<file path="src/cicp_pkg.sv">
// Contract
// - Bits 31 to 26 read zero, ignore writes.
// - Card access sets status bit 25.
// - Reading the register clears bit 25.
// - Bit 24 shows the card clock is altered.
// - Bits 23 to 17 read zero.
// - Unlock bit 16 gates policy bit 0.
// - Policy zero lets idle stop the clock.
// - Policy one slows clock by sixteen instead.
// - Bits 15 to 1 read zero.
// - Register at offset 0x20, resets to zero.
// - Alter clock only when socket is idle.
`default_nettype none
package cicp_pkg;

	localparam int unsigned ADDR_W = 8;
	localparam int unsigned DATA_W = 32;
	localparam int unsigned IRQ_W  = 2;

	localparam logic [7:0] OFF_PWR   = 8'h20;
	localparam logic [7:0] OFF_ISTAT = 8'h24;
	localparam logic [7:0] OFF_IMASK = 8'h28;
	localparam logic [7:0] OFF_SCTL  = 8'h2C;

	localparam int unsigned BIT_ACCESS   = 25;
	localparam int unsigned BIT_ALTERED  = 24;
	localparam int unsigned BIT_UNLOCK   = 16;
	localparam int unsigned BIT_POLICY   = 0;
	localparam int unsigned BIT_STOPGATE = 0;
	localparam int unsigned IRQ_ACCESS   = 0;
	localparam int unsigned IRQ_MODE     = 1;

	localparam logic [31:0] PWR_RST  = 32'h0000_0000;
	localparam logic [31:0] SCTL_RST = 32'h0000_0000;
	localparam logic [1:0]  IRQ_RST  = 2'h0;

	localparam int unsigned SLOW_DIV      = 16;
	localparam logic [3:0]  SLOW_CNT_LAST = 4'(SLOW_DIV - 1);

	typedef enum logic [2:0] {
		ST_RUN  = 3'h1,
		ST_STOP = 3'h2,
		ST_SLOW = 3'h4
	} cicp_clk_state_e;

endpackage
`default_nettype wire

</file>
<file path="src/cicp_slow_tick.sv">
`timescale 1ns/1ps
`default_nettype none
module cicp_slow_tick
	import cicp_pkg::*;
(
	input  wire logic ref_clk_i,
	input  wire logic rst_i,
	output var  logic tick_o
);

	logic [3:0] cnt;
	logic [3:0] next_cnt;
	logic       next_tick;

	// Free running divider, one tick in every sixteen cycles.
	always_comb begin
		next_cnt  = cnt + 4'h1;
		next_tick = (cnt == SLOW_CNT_LAST);
	end

	always_ff @(posedge ref_clk_i or posedge rst_i) begin
		if (rst_i) begin
			cnt    <= 4'h0;
			tick_o <= 1'b0;
		end else begin
			cnt    <= next_cnt;
			tick_o <= next_tick;
		end
	end
endmodule
`default_nettype wire

</file>
<file path="src/cicp_irq_ctrl.sv">
`timescale 1ns/1ps
`default_nettype none
module cicp_irq_ctrl
	import cicp_pkg::*;
(
	input  wire logic             ref_clk_i,
	input  wire logic             rst_i,
	input  wire logic [IRQ_W-1:0] event_i,
	input  wire logic             stat_wr_i,
	input  wire logic             mask_wr_i,
	input  wire logic [IRQ_W-1:0] wdata_i,
	output var  logic [IRQ_W-1:0] status_o,
	output var  logic [IRQ_W-1:0] mask_o,
	output var  logic             irq_o
);

	logic [IRQ_W-1:0] next_status;
	logic [IRQ_W-1:0] next_mask;
	logic             next_irq;

	// Write one clears a bit; a new event in the same cycle wins.
	always_comb begin
		next_status = status_o;
		if (stat_wr_i) begin
			next_status = next_status & ~wdata_i;
		end
		next_status = next_status | event_i;
		next_mask   = mask_wr_i ? wdata_i : mask_o;
		next_irq    = |(next_status & next_mask);
	end

	always_ff @(posedge ref_clk_i or posedge rst_i) begin
		if (rst_i) begin
			status_o <= IRQ_RST;
			mask_o   <= IRQ_RST;
			irq_o    <= 1'b0;
		end else begin
			status_o <= next_status;
			mask_o   <= next_mask;
			irq_o    <= next_irq;
		end
	end
endmodule
`default_nettype wire

</file>
<file path="src/cicp_power_ctrl.sv">
// The implementer's own choice: strobed register access.
`timescale 1ns/1ps
`default_nettype none
module cicp_power_ctrl
	import cicp_pkg::*;
(
	input  wire logic              ref_clk_i,
	input  wire logic              rst_i,
	input  wire logic [ADDR_W-1:0] reg_addr_i,
	input  wire logic [DATA_W-1:0] reg_wdata_i,
	input  wire logic              reg_wr_i,
	input  wire logic              reg_rd_i,
	output var  logic [DATA_W-1:0] reg_rdata_o,
	input  wire logic              card_access_i,
	input  wire logic              socket_idle_i,
	input  wire logic              host_stop_prep_i,
	output var  logic              card_clk_en_o,
	output var  logic              clock_altered_o,
	output var  logic              irq_o
);

	////////////////////////////////////////////////////////////////////////////
	// Register decode.

	logic wr_pwr;
	logic rd_pwr;
	logic wr_istat;
	logic wr_imask;
	logic wr_sctl;

	always_comb begin
		wr_pwr   = reg_wr_i && (reg_addr_i == OFF_PWR);
		rd_pwr   = reg_rd_i && (reg_addr_i == OFF_PWR);
		wr_istat = reg_wr_i && (reg_addr_i == OFF_ISTAT);
		wr_imask = reg_wr_i && (reg_addr_i == OFF_IMASK);
		wr_sctl  = reg_wr_i && (reg_addr_i == OFF_SCTL);
	end

	////////////////////////////////////////////////////////////////////////////
	// Software control bits.

	logic clock_policy_unlock;
	logic idle_clock_policy;
	logic idle_stop_gate;
	logic next_unlock;
	logic next_policy;
	logic next_stop_gate;

	// Only bits 16 and 0 store; all other written bits are dropped.
	always_comb begin
		next_unlock    = clock_policy_unlock;
		next_policy    = idle_clock_policy;
		next_stop_gate = idle_stop_gate;
		if (wr_pwr) begin
			next_unlock = reg_wdata_i[BIT_UNLOCK];
			next_policy = reg_wdata_i[BIT_POLICY];
		end
		if (wr_sctl) begin
			next_stop_gate = reg_wdata_i[BIT_STOPGATE];
		end
	end

	always_ff @(posedge ref_clk_i or posedge rst_i) begin
		if (rst_i) begin
			clock_policy_unlock <= PWR_RST[BIT_UNLOCK];
			idle_clock_policy   <= PWR_RST[BIT_POLICY];
			idle_stop_gate      <= SCTL_RST[BIT_STOPGATE];
		end else begin
			clock_policy_unlock <= next_unlock;
			idle_clock_policy   <= next_policy;
			idle_stop_gate      <= next_stop_gate;
		end
	end

	////////////////////////////////////////////////////////////////////////////
	// Card access status, cleared by a read of the register.

	logic card_access_seen;
	logic next_access_seen;

	// A read clears the flag after returning it; a new access wins.
	always_comb begin
		next_access_seen = card_access_seen;
		if (rd_pwr) begin
			next_access_seen = 1'b0;
		end
		if (card_access_i) begin
			next_access_seen = 1'b1;
		end
	end

	always_ff @(posedge ref_clk_i or posedge rst_i) begin
		if (rst_i) begin
			card_access_seen <= PWR_RST[BIT_ACCESS];
		end else begin
			card_access_seen <= next_access_seen;
		end
	end

	////////////////////////////////////////////////////////////////////////////
	// Idle clock state machine.

	cicp_clk_state_e state;
	cicp_clk_state_e next_state;
	logic            idle_ok;
	logic            slow_sel;
	logic            slow_tick;
	logic            next_clk_en;
	logic            next_altered;

	cicp_slow_tick u_slow_tick (
		.ref_clk_i (ref_clk_i),
		.rst_i     (rst_i),
		.tick_o    (slow_tick)
	);

	always_comb begin
		idle_ok  = socket_idle_i && (idle_stop_gate || host_stop_prep_i);
		slow_sel = clock_policy_unlock && idle_clock_policy;
		case (state)
			ST_RUN: begin
				if (idle_ok) begin
					next_state = slow_sel ? ST_SLOW : ST_STOP;
				end else begin
					next_state = ST_RUN;
				end
			end
			ST_STOP: begin
				if (!idle_ok) begin
					next_state = ST_RUN;
				end else if (slow_sel) begin
					next_state = ST_SLOW;
				end else begin
					next_state = ST_STOP;
				end
			end
			ST_SLOW: begin
				if (!idle_ok) begin
					next_state = ST_RUN;
				end else if (!slow_sel) begin
					next_state = ST_STOP;
				end else begin
					next_state = ST_SLOW;
				end
			end
			default: begin
				next_state = ST_RUN;
			end
		endcase
		case (next_state)
			ST_RUN:  next_clk_en = 1'b1;
			ST_STOP: next_clk_en = 1'b0;
			ST_SLOW: next_clk_en = slow_tick;
			default: next_clk_en = 1'b1;
		endcase
		next_altered = (next_state != ST_RUN);
	end

	always_ff @(posedge ref_clk_i or posedge rst_i) begin
		if (rst_i) begin
			state           <= ST_RUN;
			card_clk_en_o   <= 1'b1;
			clock_altered_o <= PWR_RST[BIT_ALTERED];
		end else begin
			state           <= next_state;
			card_clk_en_o   <= next_clk_en;
			clock_altered_o <= next_altered;
		end
	end

	////////////////////////////////////////////////////////////////////////////
	// Interrupt status and mask.

	logic [IRQ_W-1:0] irq_events;
	logic [IRQ_W-1:0] irq_status;
	logic [IRQ_W-1:0] irq_mask;

	always_comb begin
		irq_events             = '0;
		irq_events[IRQ_ACCESS] = card_access_i;
		irq_events[IRQ_MODE]   = (next_altered != clock_altered_o);
	end

	cicp_irq_ctrl u_irq_ctrl (
		.ref_clk_i (ref_clk_i),
		.rst_i     (rst_i),
		.event_i   (irq_events),
		.stat_wr_i (wr_istat),
		.mask_wr_i (wr_imask),
		.wdata_i   (reg_wdata_i[IRQ_W-1:0]),
		.status_o  (irq_status),
		.mask_o    (irq_mask),
		.irq_o     (irq_o)
	);

	////////////////////////////////////////////////////////////////////////////
	// Read data, valid the cycle after the read strobe.

	logic [DATA_W-1:0] rd_word;
	logic [DATA_W-1:0] next_rdata;

	// Unlisted bits and unmapped addresses read zero.
	always_comb begin
		rd_word = '0;
		case (reg_addr_i)
			OFF_PWR: begin
				rd_word[BIT_ACCESS]  = card_access_seen;
				rd_word[BIT_ALTERED] = clock_altered_o;
				rd_word[BIT_UNLOCK]  = clock_policy_unlock;
				rd_word[BIT_POLICY]  = idle_clock_policy;
			end
			OFF_ISTAT: rd_word[IRQ_W-1:0] = irq_status;
			OFF_IMASK: rd_word[IRQ_W-1:0] = irq_mask;
			OFF_SCTL:  rd_word[BIT_STOPGATE] = idle_stop_gate;
			default:   rd_word = '0;
		endcase
		next_rdata = reg_rd_i ? rd_word : '0;
	end

	always_ff @(posedge ref_clk_i or posedge rst_i) begin
		if (rst_i) begin
			reg_rdata_o <= '0;
		end else begin
			reg_rdata_o <= next_rdata;
		end
	end
endmodule
`default_nettype wire

</file>
<file path="config.mk">
export PLATFORM = sky130hd
export DESIGN_NAME = cicp_power_ctrl
export DESIGN_NICKNAME = d
export VERILOG_FILES = /design/src/cicp_pkg.sv /design/src/cicp_slow_tick.sv /design/src/cicp_irq_ctrl.sv /design/src/cicp_power_ctrl.sv
export SDC_FILE = /design/constraint.sdc
export NUM_CORES = 1
export LEC_CHECK = 0
export ABC_AREA = 1
export ABC_CLOCK_PERIOD_IN_PS = 1350
export BUFFER_PORTS_ARGS = -buffer_cell sky130_fd_sc_hd__buf_2
export CORE_AREA = 2 2 60 62
export DETAILED_ROUTE_END_ITERATION = 12
export DIE_AREA = 0 0 62 64
export PLACE_DENSITY = 0.81
export SLEW_MARGIN = 20
export SYNTH_ARGS = -nofsm -noshare
export SYNTH_HDL_FRONTEND = slang
export SYNTH_SLANG_ARGS = --single-unit
</file>
<file path="constraint.sdc">
create_clock -name ref_clk_i -period 1.35 [get_ports ref_clk_i]
set_input_delay 0.27 -clock ref_clk_i [delete_from_list [all_inputs] [get_ports ref_clk_i]]
set_output_delay 0.27 -clock ref_clk_i [all_outputs]
set_load 0.005 [all_outputs]
</file>
==> Word level (Yosys, flattened, before mapping) <==
Index checks and enable logic that the tools add are counted.
{ "op_classes": {"n_reduce_logical": 11, "n_bitwise": 4, "addsub": 1, "mux": 13, "n_eq_ne": 12} }
{ "op_table": {"columns": ["operator", "n"], "rows": [
  ["$eq A8 B6 Y1 const B", 4],
  ["$mux W26", 1],
  ["$mux W3", 3],
  ["$logic_and A1 B1 Y1", 7],
  ["$eq A3 B2 Y1 const B", 2],
  ["$eq A3 B3 Y1 const B", 2],
  ["$mux W2", 3],
  ["$add A4 B1 Y4 const B", 1],
  ["$and A2 B2 Y2", 2],
  ["$eq A4 B4 Y1 const B", 1],
  ["$pmux W1 S2", 2],
  ["$pmux W1 S4", 1],
  ["$eq A3 B1 Y1 const B", 1],
  ["$mux W1", 3],
  ["$ne A3 B1 Y1 const B", 1],
  ["$reduce_or A3 Y1", 1],
  ["$not A2 Y2", 1],
  ["$or A2 B2 Y2", 1],
  ["$reduce_bool A2 Y1", 1],
  ["$reduce_or A2 Y1", 1],
  ["$logic_or A1 B1 Y1", 1],
  ["$ne A1 B1 Y1", 1]
]} }
{ "totals": {"inputBits": 47, "out_inout_bits": 35, "register_bits": 45} }

==> Depth between registers and ports, before layout <==
{ "logic_depth": {"depth_word": 9, "ltp_mapped": 9} }

==> Cells and area by module <==
From an unflattened synthesis, not the netlist that was laid out.
{ "unflattened": {"hier_cells": 155, "area_unflattened_um2": 1296.2} }
{ "by_module_without_submodules": {"columns": ["module", "area_each_um2", "cells_each", "instances"], "rows": [
  ["cicp_power_ctrl", 910.9, 115, 1],
  ["cicp_irq_ctrl", 201.4, 24, 1],
  ["cicp_slow_tick", 183.9, 16, 1]
]} }

==> Worst setup path before layout <==
No wires, ideal clock.
{ "synth_timing": {"path_type": "register -> register", "start": "reg state[0]", "end": "reg u_irq_ctrl.irq_o", "slack_ns": 0.194, "synth_period_minus_slack_ns": 1.156, "arrival_time_ns": 1.039, "n_path_buf": 0, "setup_ns": 0.116, "path_stages_with_launch": 10, "cell_sequence": "dfstp_2 -> nor2_1 -> nand2_1 -> nand2_1 -> nor2_4 -> nand2_1 -> nand2_1 -> nand2_1 -> nand2_1 -> nand2_1"} }
{ "synth_between": {"elab_chain_len": 8} }
{ "synth_rtl": {"columns": ["element", "line_no", "source"], "rows": [
  ["start: declaration", "cicp_power_ctrl.sv:103", "cicp_clk_state_e state;"],
  ["start signal: assignment", "cicp_power_ctrl.sv:165", "state <= next_state;"],
  ["$eq A3 B3 Y1 (tied with other cells)", "cicp_power_ctrl.sv:120", "case (state)"],
  ["$reduce_or A3 Y1 (no line) *", null, null],
  ["$mux W3 *", null, null],
  ["$ne A3 B1 Y1 *", "cicp_power_ctrl.sv:156", "next_altered = (next_state != ST_RUN);"],
  ["net next_altered", "cicp_power_ctrl.sv:109", "logic next_altered;"],
  ["$ne A1 B1 Y1 *", "cicp_power_ctrl.sv:181", "irq_events[IRQ_MODE] = (next_altered != clock_altered_o);"],
  ["$or A2 B2 Y2 *", "cicp_irq_ctrl.sv:27", "next_status = next_status | event_i;"],
  ["net u_irq_ctrl.next_status[1]", "cicp_irq_ctrl.sv:17", "logic [IRQ_W-1:0] next_status;"],
  ["$and A2 B2 Y2 *", "cicp_irq_ctrl.sv:29", "next_irq = |(next_status & next_mask);"],
  ["$reduce_or A2 Y1 *", "cicp_irq_ctrl.sv:29", null],
  ["net u_irq_ctrl.next_irq", "cicp_irq_ctrl.sv:19", "logic next_irq;"],
  ["end signal: assignment", "cicp_irq_ctrl.sv:40", "irq_o <= next_irq;"],
  ["end: declaration", "cicp_irq_ctrl.sv:14", "output var logic irq_o"]
]} }
The timed path passes the listed nets; every way through them passes the cells marked *.
A chain may end at the register's enable or synchronous reset.

==> Worst setup path after layout <==
{ "layout_timing": {"start": "reg state[0]", "end": "reg card_clk_en_o"} }
{ "layout_between": {"elab_chain_len": 5} }
{ "layout_rtl": {"columns": ["element", "line_no", "source"], "rows": [
  ["$eq A3 B3 Y1 (tied with other cells)", "cicp_power_ctrl.sv:120", null],
  ["$reduce_or A3 Y1 (no line) *", null, null],
  ["$mux W3 *", null, null],
  ["net next_state[0]", "cicp_power_ctrl.sv:104", "cicp_clk_state_e next_state;"],
  ["$eq A3 B3 Y1 / $eq A3 B2 Y1 (equally long branches)", "cicp_power_ctrl.sv:150", "case (next_state)"],
  ["$pmux W1 S2 *", "cicp_power_ctrl.sv:150", null],
  ["net next_clk_en", "cicp_power_ctrl.sv:108", "logic next_clk_en;"],
  ["end signal: assignment", "cicp_power_ctrl.sv:166", "card_clk_en_o <= next_clk_en;"],
  ["end: declaration", "cicp_power_ctrl.sv:17", "output var logic card_clk_en_o,"]
]} }
Marks and branches as above.

==> flow_metrics.tcl <==
set metrics [dict create \
    status "finished clean" \
    cp_num_buf_inv 2 \
    syn_inst 161 \
    wl_mm 2.10 \
    start_kind "flip-flop" \
    clockRootBuffer "clkbuf_4" \
    die_h_um 64 \
    start_util_pct 41.5 \
    synthFlopType "dfrtp_1" \
    drive_gt1_share_pct 30.2 \
    synth_common_cells "nand2_1, buf_4, dfrtp_1, inv_1, nand3_1" \
    ys_seq_area_share_pct 44.3 \
    cts_tree "built" \
    cts.htree.levels 1 \
    r2r_cells 9 \
    crit_path_end_kind "flip-flop" \
    netlist.area_leader.share_pct 40.4 \
    firstDrtPassIters 4 \
    post-route-period-util_pct 96.2 \
    numPortBuffers 25 \
    place_ws_ns -0.00146 \
    stdcell_count 238 \
    crit_slowest_cell "dfstp_2" \
    die_area_um2 3970 \
    p_leak_uw 0.000874 \
    cts.sinks 24 \
    hp-class "input port to flip-flop" \
    synth_most_common_cell "nand2_1" \
    cpMostUsedCell "nand2_1" \
    antenna_left 0 \
    crit_fanout 3 \
    whs_ns 0.194 \
    setup_viol 0 \
    drc 0 \
    ys_seq_elements 24 \
    vias_per_cell 4.05 \
    max_stage_delay_ns 0.57 \
    critPathKind "flip-flop to flip-flop" \
    place_inst 231 \
    rows 21 \
    grt_overflow 0 \
    cts_inserted_buffers 3 \
    syn_area_um2 1360 \
    fp.dieW_um 62 \
    antenna_found_initial 0 \
    ir_drop_uv 330 \
    ys_top_cells_by_area "dfrtp_1, buf_4, nand2_1" \
    grt_usage_pct 11.2 \
    arrival_ns 1.55 \
    grt_pass1_wl_mm 3.44 \
    syn_to_final_growth_pct 11.0 \
    place_congestion 0.825 \
    grt_max_degree 25 \
    clk_pin_slew_ns 0.13 \
    cpLargestDelayFamily "flip-flops" \
    cp.depth 9 \
    total_power_uw 1340 \
    core_um2 3280 \
    clock_path_buffers 2 \
    hold-path-cell-count 3 \
    fin_worst_skew_ns 0.00755 \
    synth_edf_count 0 \
    required_ns 1.60 \
    drv_slew 0 \
    drt_iter0_drc 11 \
    post-route-util_pct 46.1 \
    fmax_ghz 0.770 \
    dp_hpwl_mm 1.66 \
    synth_top_cell_by_area "dfrtp_1" \
    setup_slack_ns 0.0515 \
    rsz0062_at_grt "true" \
    avgSynthCellArea_um2 8.46 \
    async_flop_share_pct 100 \
    clk-insertion-delay-late_ns 0.30 \
    ys_types 26 \
    nets 241 \
    grt_pass1_vias 858 \
    ios 82 \
    period_minus_slack_ns 1.30 \
    maxCapViolations 0 \
    wire_per_inst_um 8.81 \
    num_vias 964 \
    num_antenna_cells 0 \
    hold_viol_final 0 \
    worstPathCellList "nor2_2 > nand2_1 > nand2_2 > nor2_4 > buf_4 > inv_2 > nor2_2 > nand2_1 > nand2_1" \
    synth_warnings 0 \
    p_per_area_nw_per_um2 884 \
]
-- where the power goes --
part           total [uW]  internal [uW]  switching [uW]
registers             765            750            15.1
logic                 205           76.7             129
clock network         367            164             202
-- cell type report --
cell class	instances	area, um^2
clock buffer	4	36.3
fill	342	1770
inverter	26	97.6
multi-input combinational	108	553
sequential	24	603
tap	46	57.6
timing repair buffer	30	165
-- logic make-up (layout without fill, tap and decap cells) --
logic type      count (synthesis)  count (layout)  share of synthesized area (%)
compound gates                  5               5                           2.02
xor+xnor                        2               2                           1.29
fa+ha+maj                       1               1                          0.918
buf+inv                        55              60                           23.2
flops                          24              24                           44.3
other cells                     1              27                          0.275
simple gates                   73              73                           28.0
-- metal layers --
layer,global-route usage (%),vias to the layer above,part of all wire (%)
li1,-,500,-
met4,2.39,0,0
met1,12.7,444,41
met5,0,-,0
met2,20.2,20,54
met3,2.83,0,4.9
-- final timing paths --
kind,start,end,slack (ns)
setup / recovery,state[0],card_clk_en_o,0.05
hold / removal,card_access_i,card_access_seen,0.19
setup reg to reg,state[0],card_clk_en_o,0.05
hold reg to reg,u_slow_tick.tick_o,card_clk_en_o,0.47
max in group asynchronous,rst_i,card_clk_en_o,0.54
min in group asynchronous,rst_i,u_irq_ctrl.mask_o[1],0.52
-- per-stage QoR --
step / setup TNS (ns) / area, um^2
after floorplan: 0 / 1460
after global placement: 0 / 1440
after detailed placement: -0.00146 / 1440
after CTS: 0 / 1490
after global routing: -0.0490 / 1510
final: 0 / 1510
-- sequential cells by signal, indices dropped and copies added, names as in the netlist --
| name | cells |
|---|---|
| idle_stop_gate | 1 |
| card_clk_en_o | 1 |
| clock_policy_unlock | 1 |
| u_irq_ctrl.irq_o | 1 |
| u_slow_tick.tick_o | 1 |
| state | 3 |
| u_irq_ctrl.status_o | 2 |
| u_slow_tick.cnt | 4 |
| idle_clock_policy | 1 |
| card_access_seen | 1 |
| reg_rdata_o | 5 |
| u_irq_ctrl.mask_o | 2 |
| clock_altered_o | 1 |
-- tightest hold or removal path, stage by stage --
cell	delay [ns]
buf_2	0.07
inv_1	0.06
nand2_1	0.07
-- cell usage in the layout, fill, tap and decap left out, types with 2 or more instances in the layout --
cell,Yosys,layout
dfrtp_1,22,22
nand2_2,2,6
dfstp_2,2,2
nor2_1,9,8
inv_1,22,22
a21oi_1,2,2
inv_2,4,4
buf_4,27,4
xor2_1,2,2
nor2_4,2,2
nand3_2,3,3
o21ai_1,1,2
nand4_1,6,6
nand2_1,33,29
buf_2,1,25
conb_1,1,27
nand3_1,10,10
clkbuf_4,0,3
nor2_2,4,5
-- what timing repair did --
action,CTS,global route
setup endpoints to repair,0,1
hold buffers,1,0
resized for setup,0,6
buffers inserted,0,2
endpoints found under the hold margin,22,0
No activity file was read; power rests on OpenSTA's default activity.
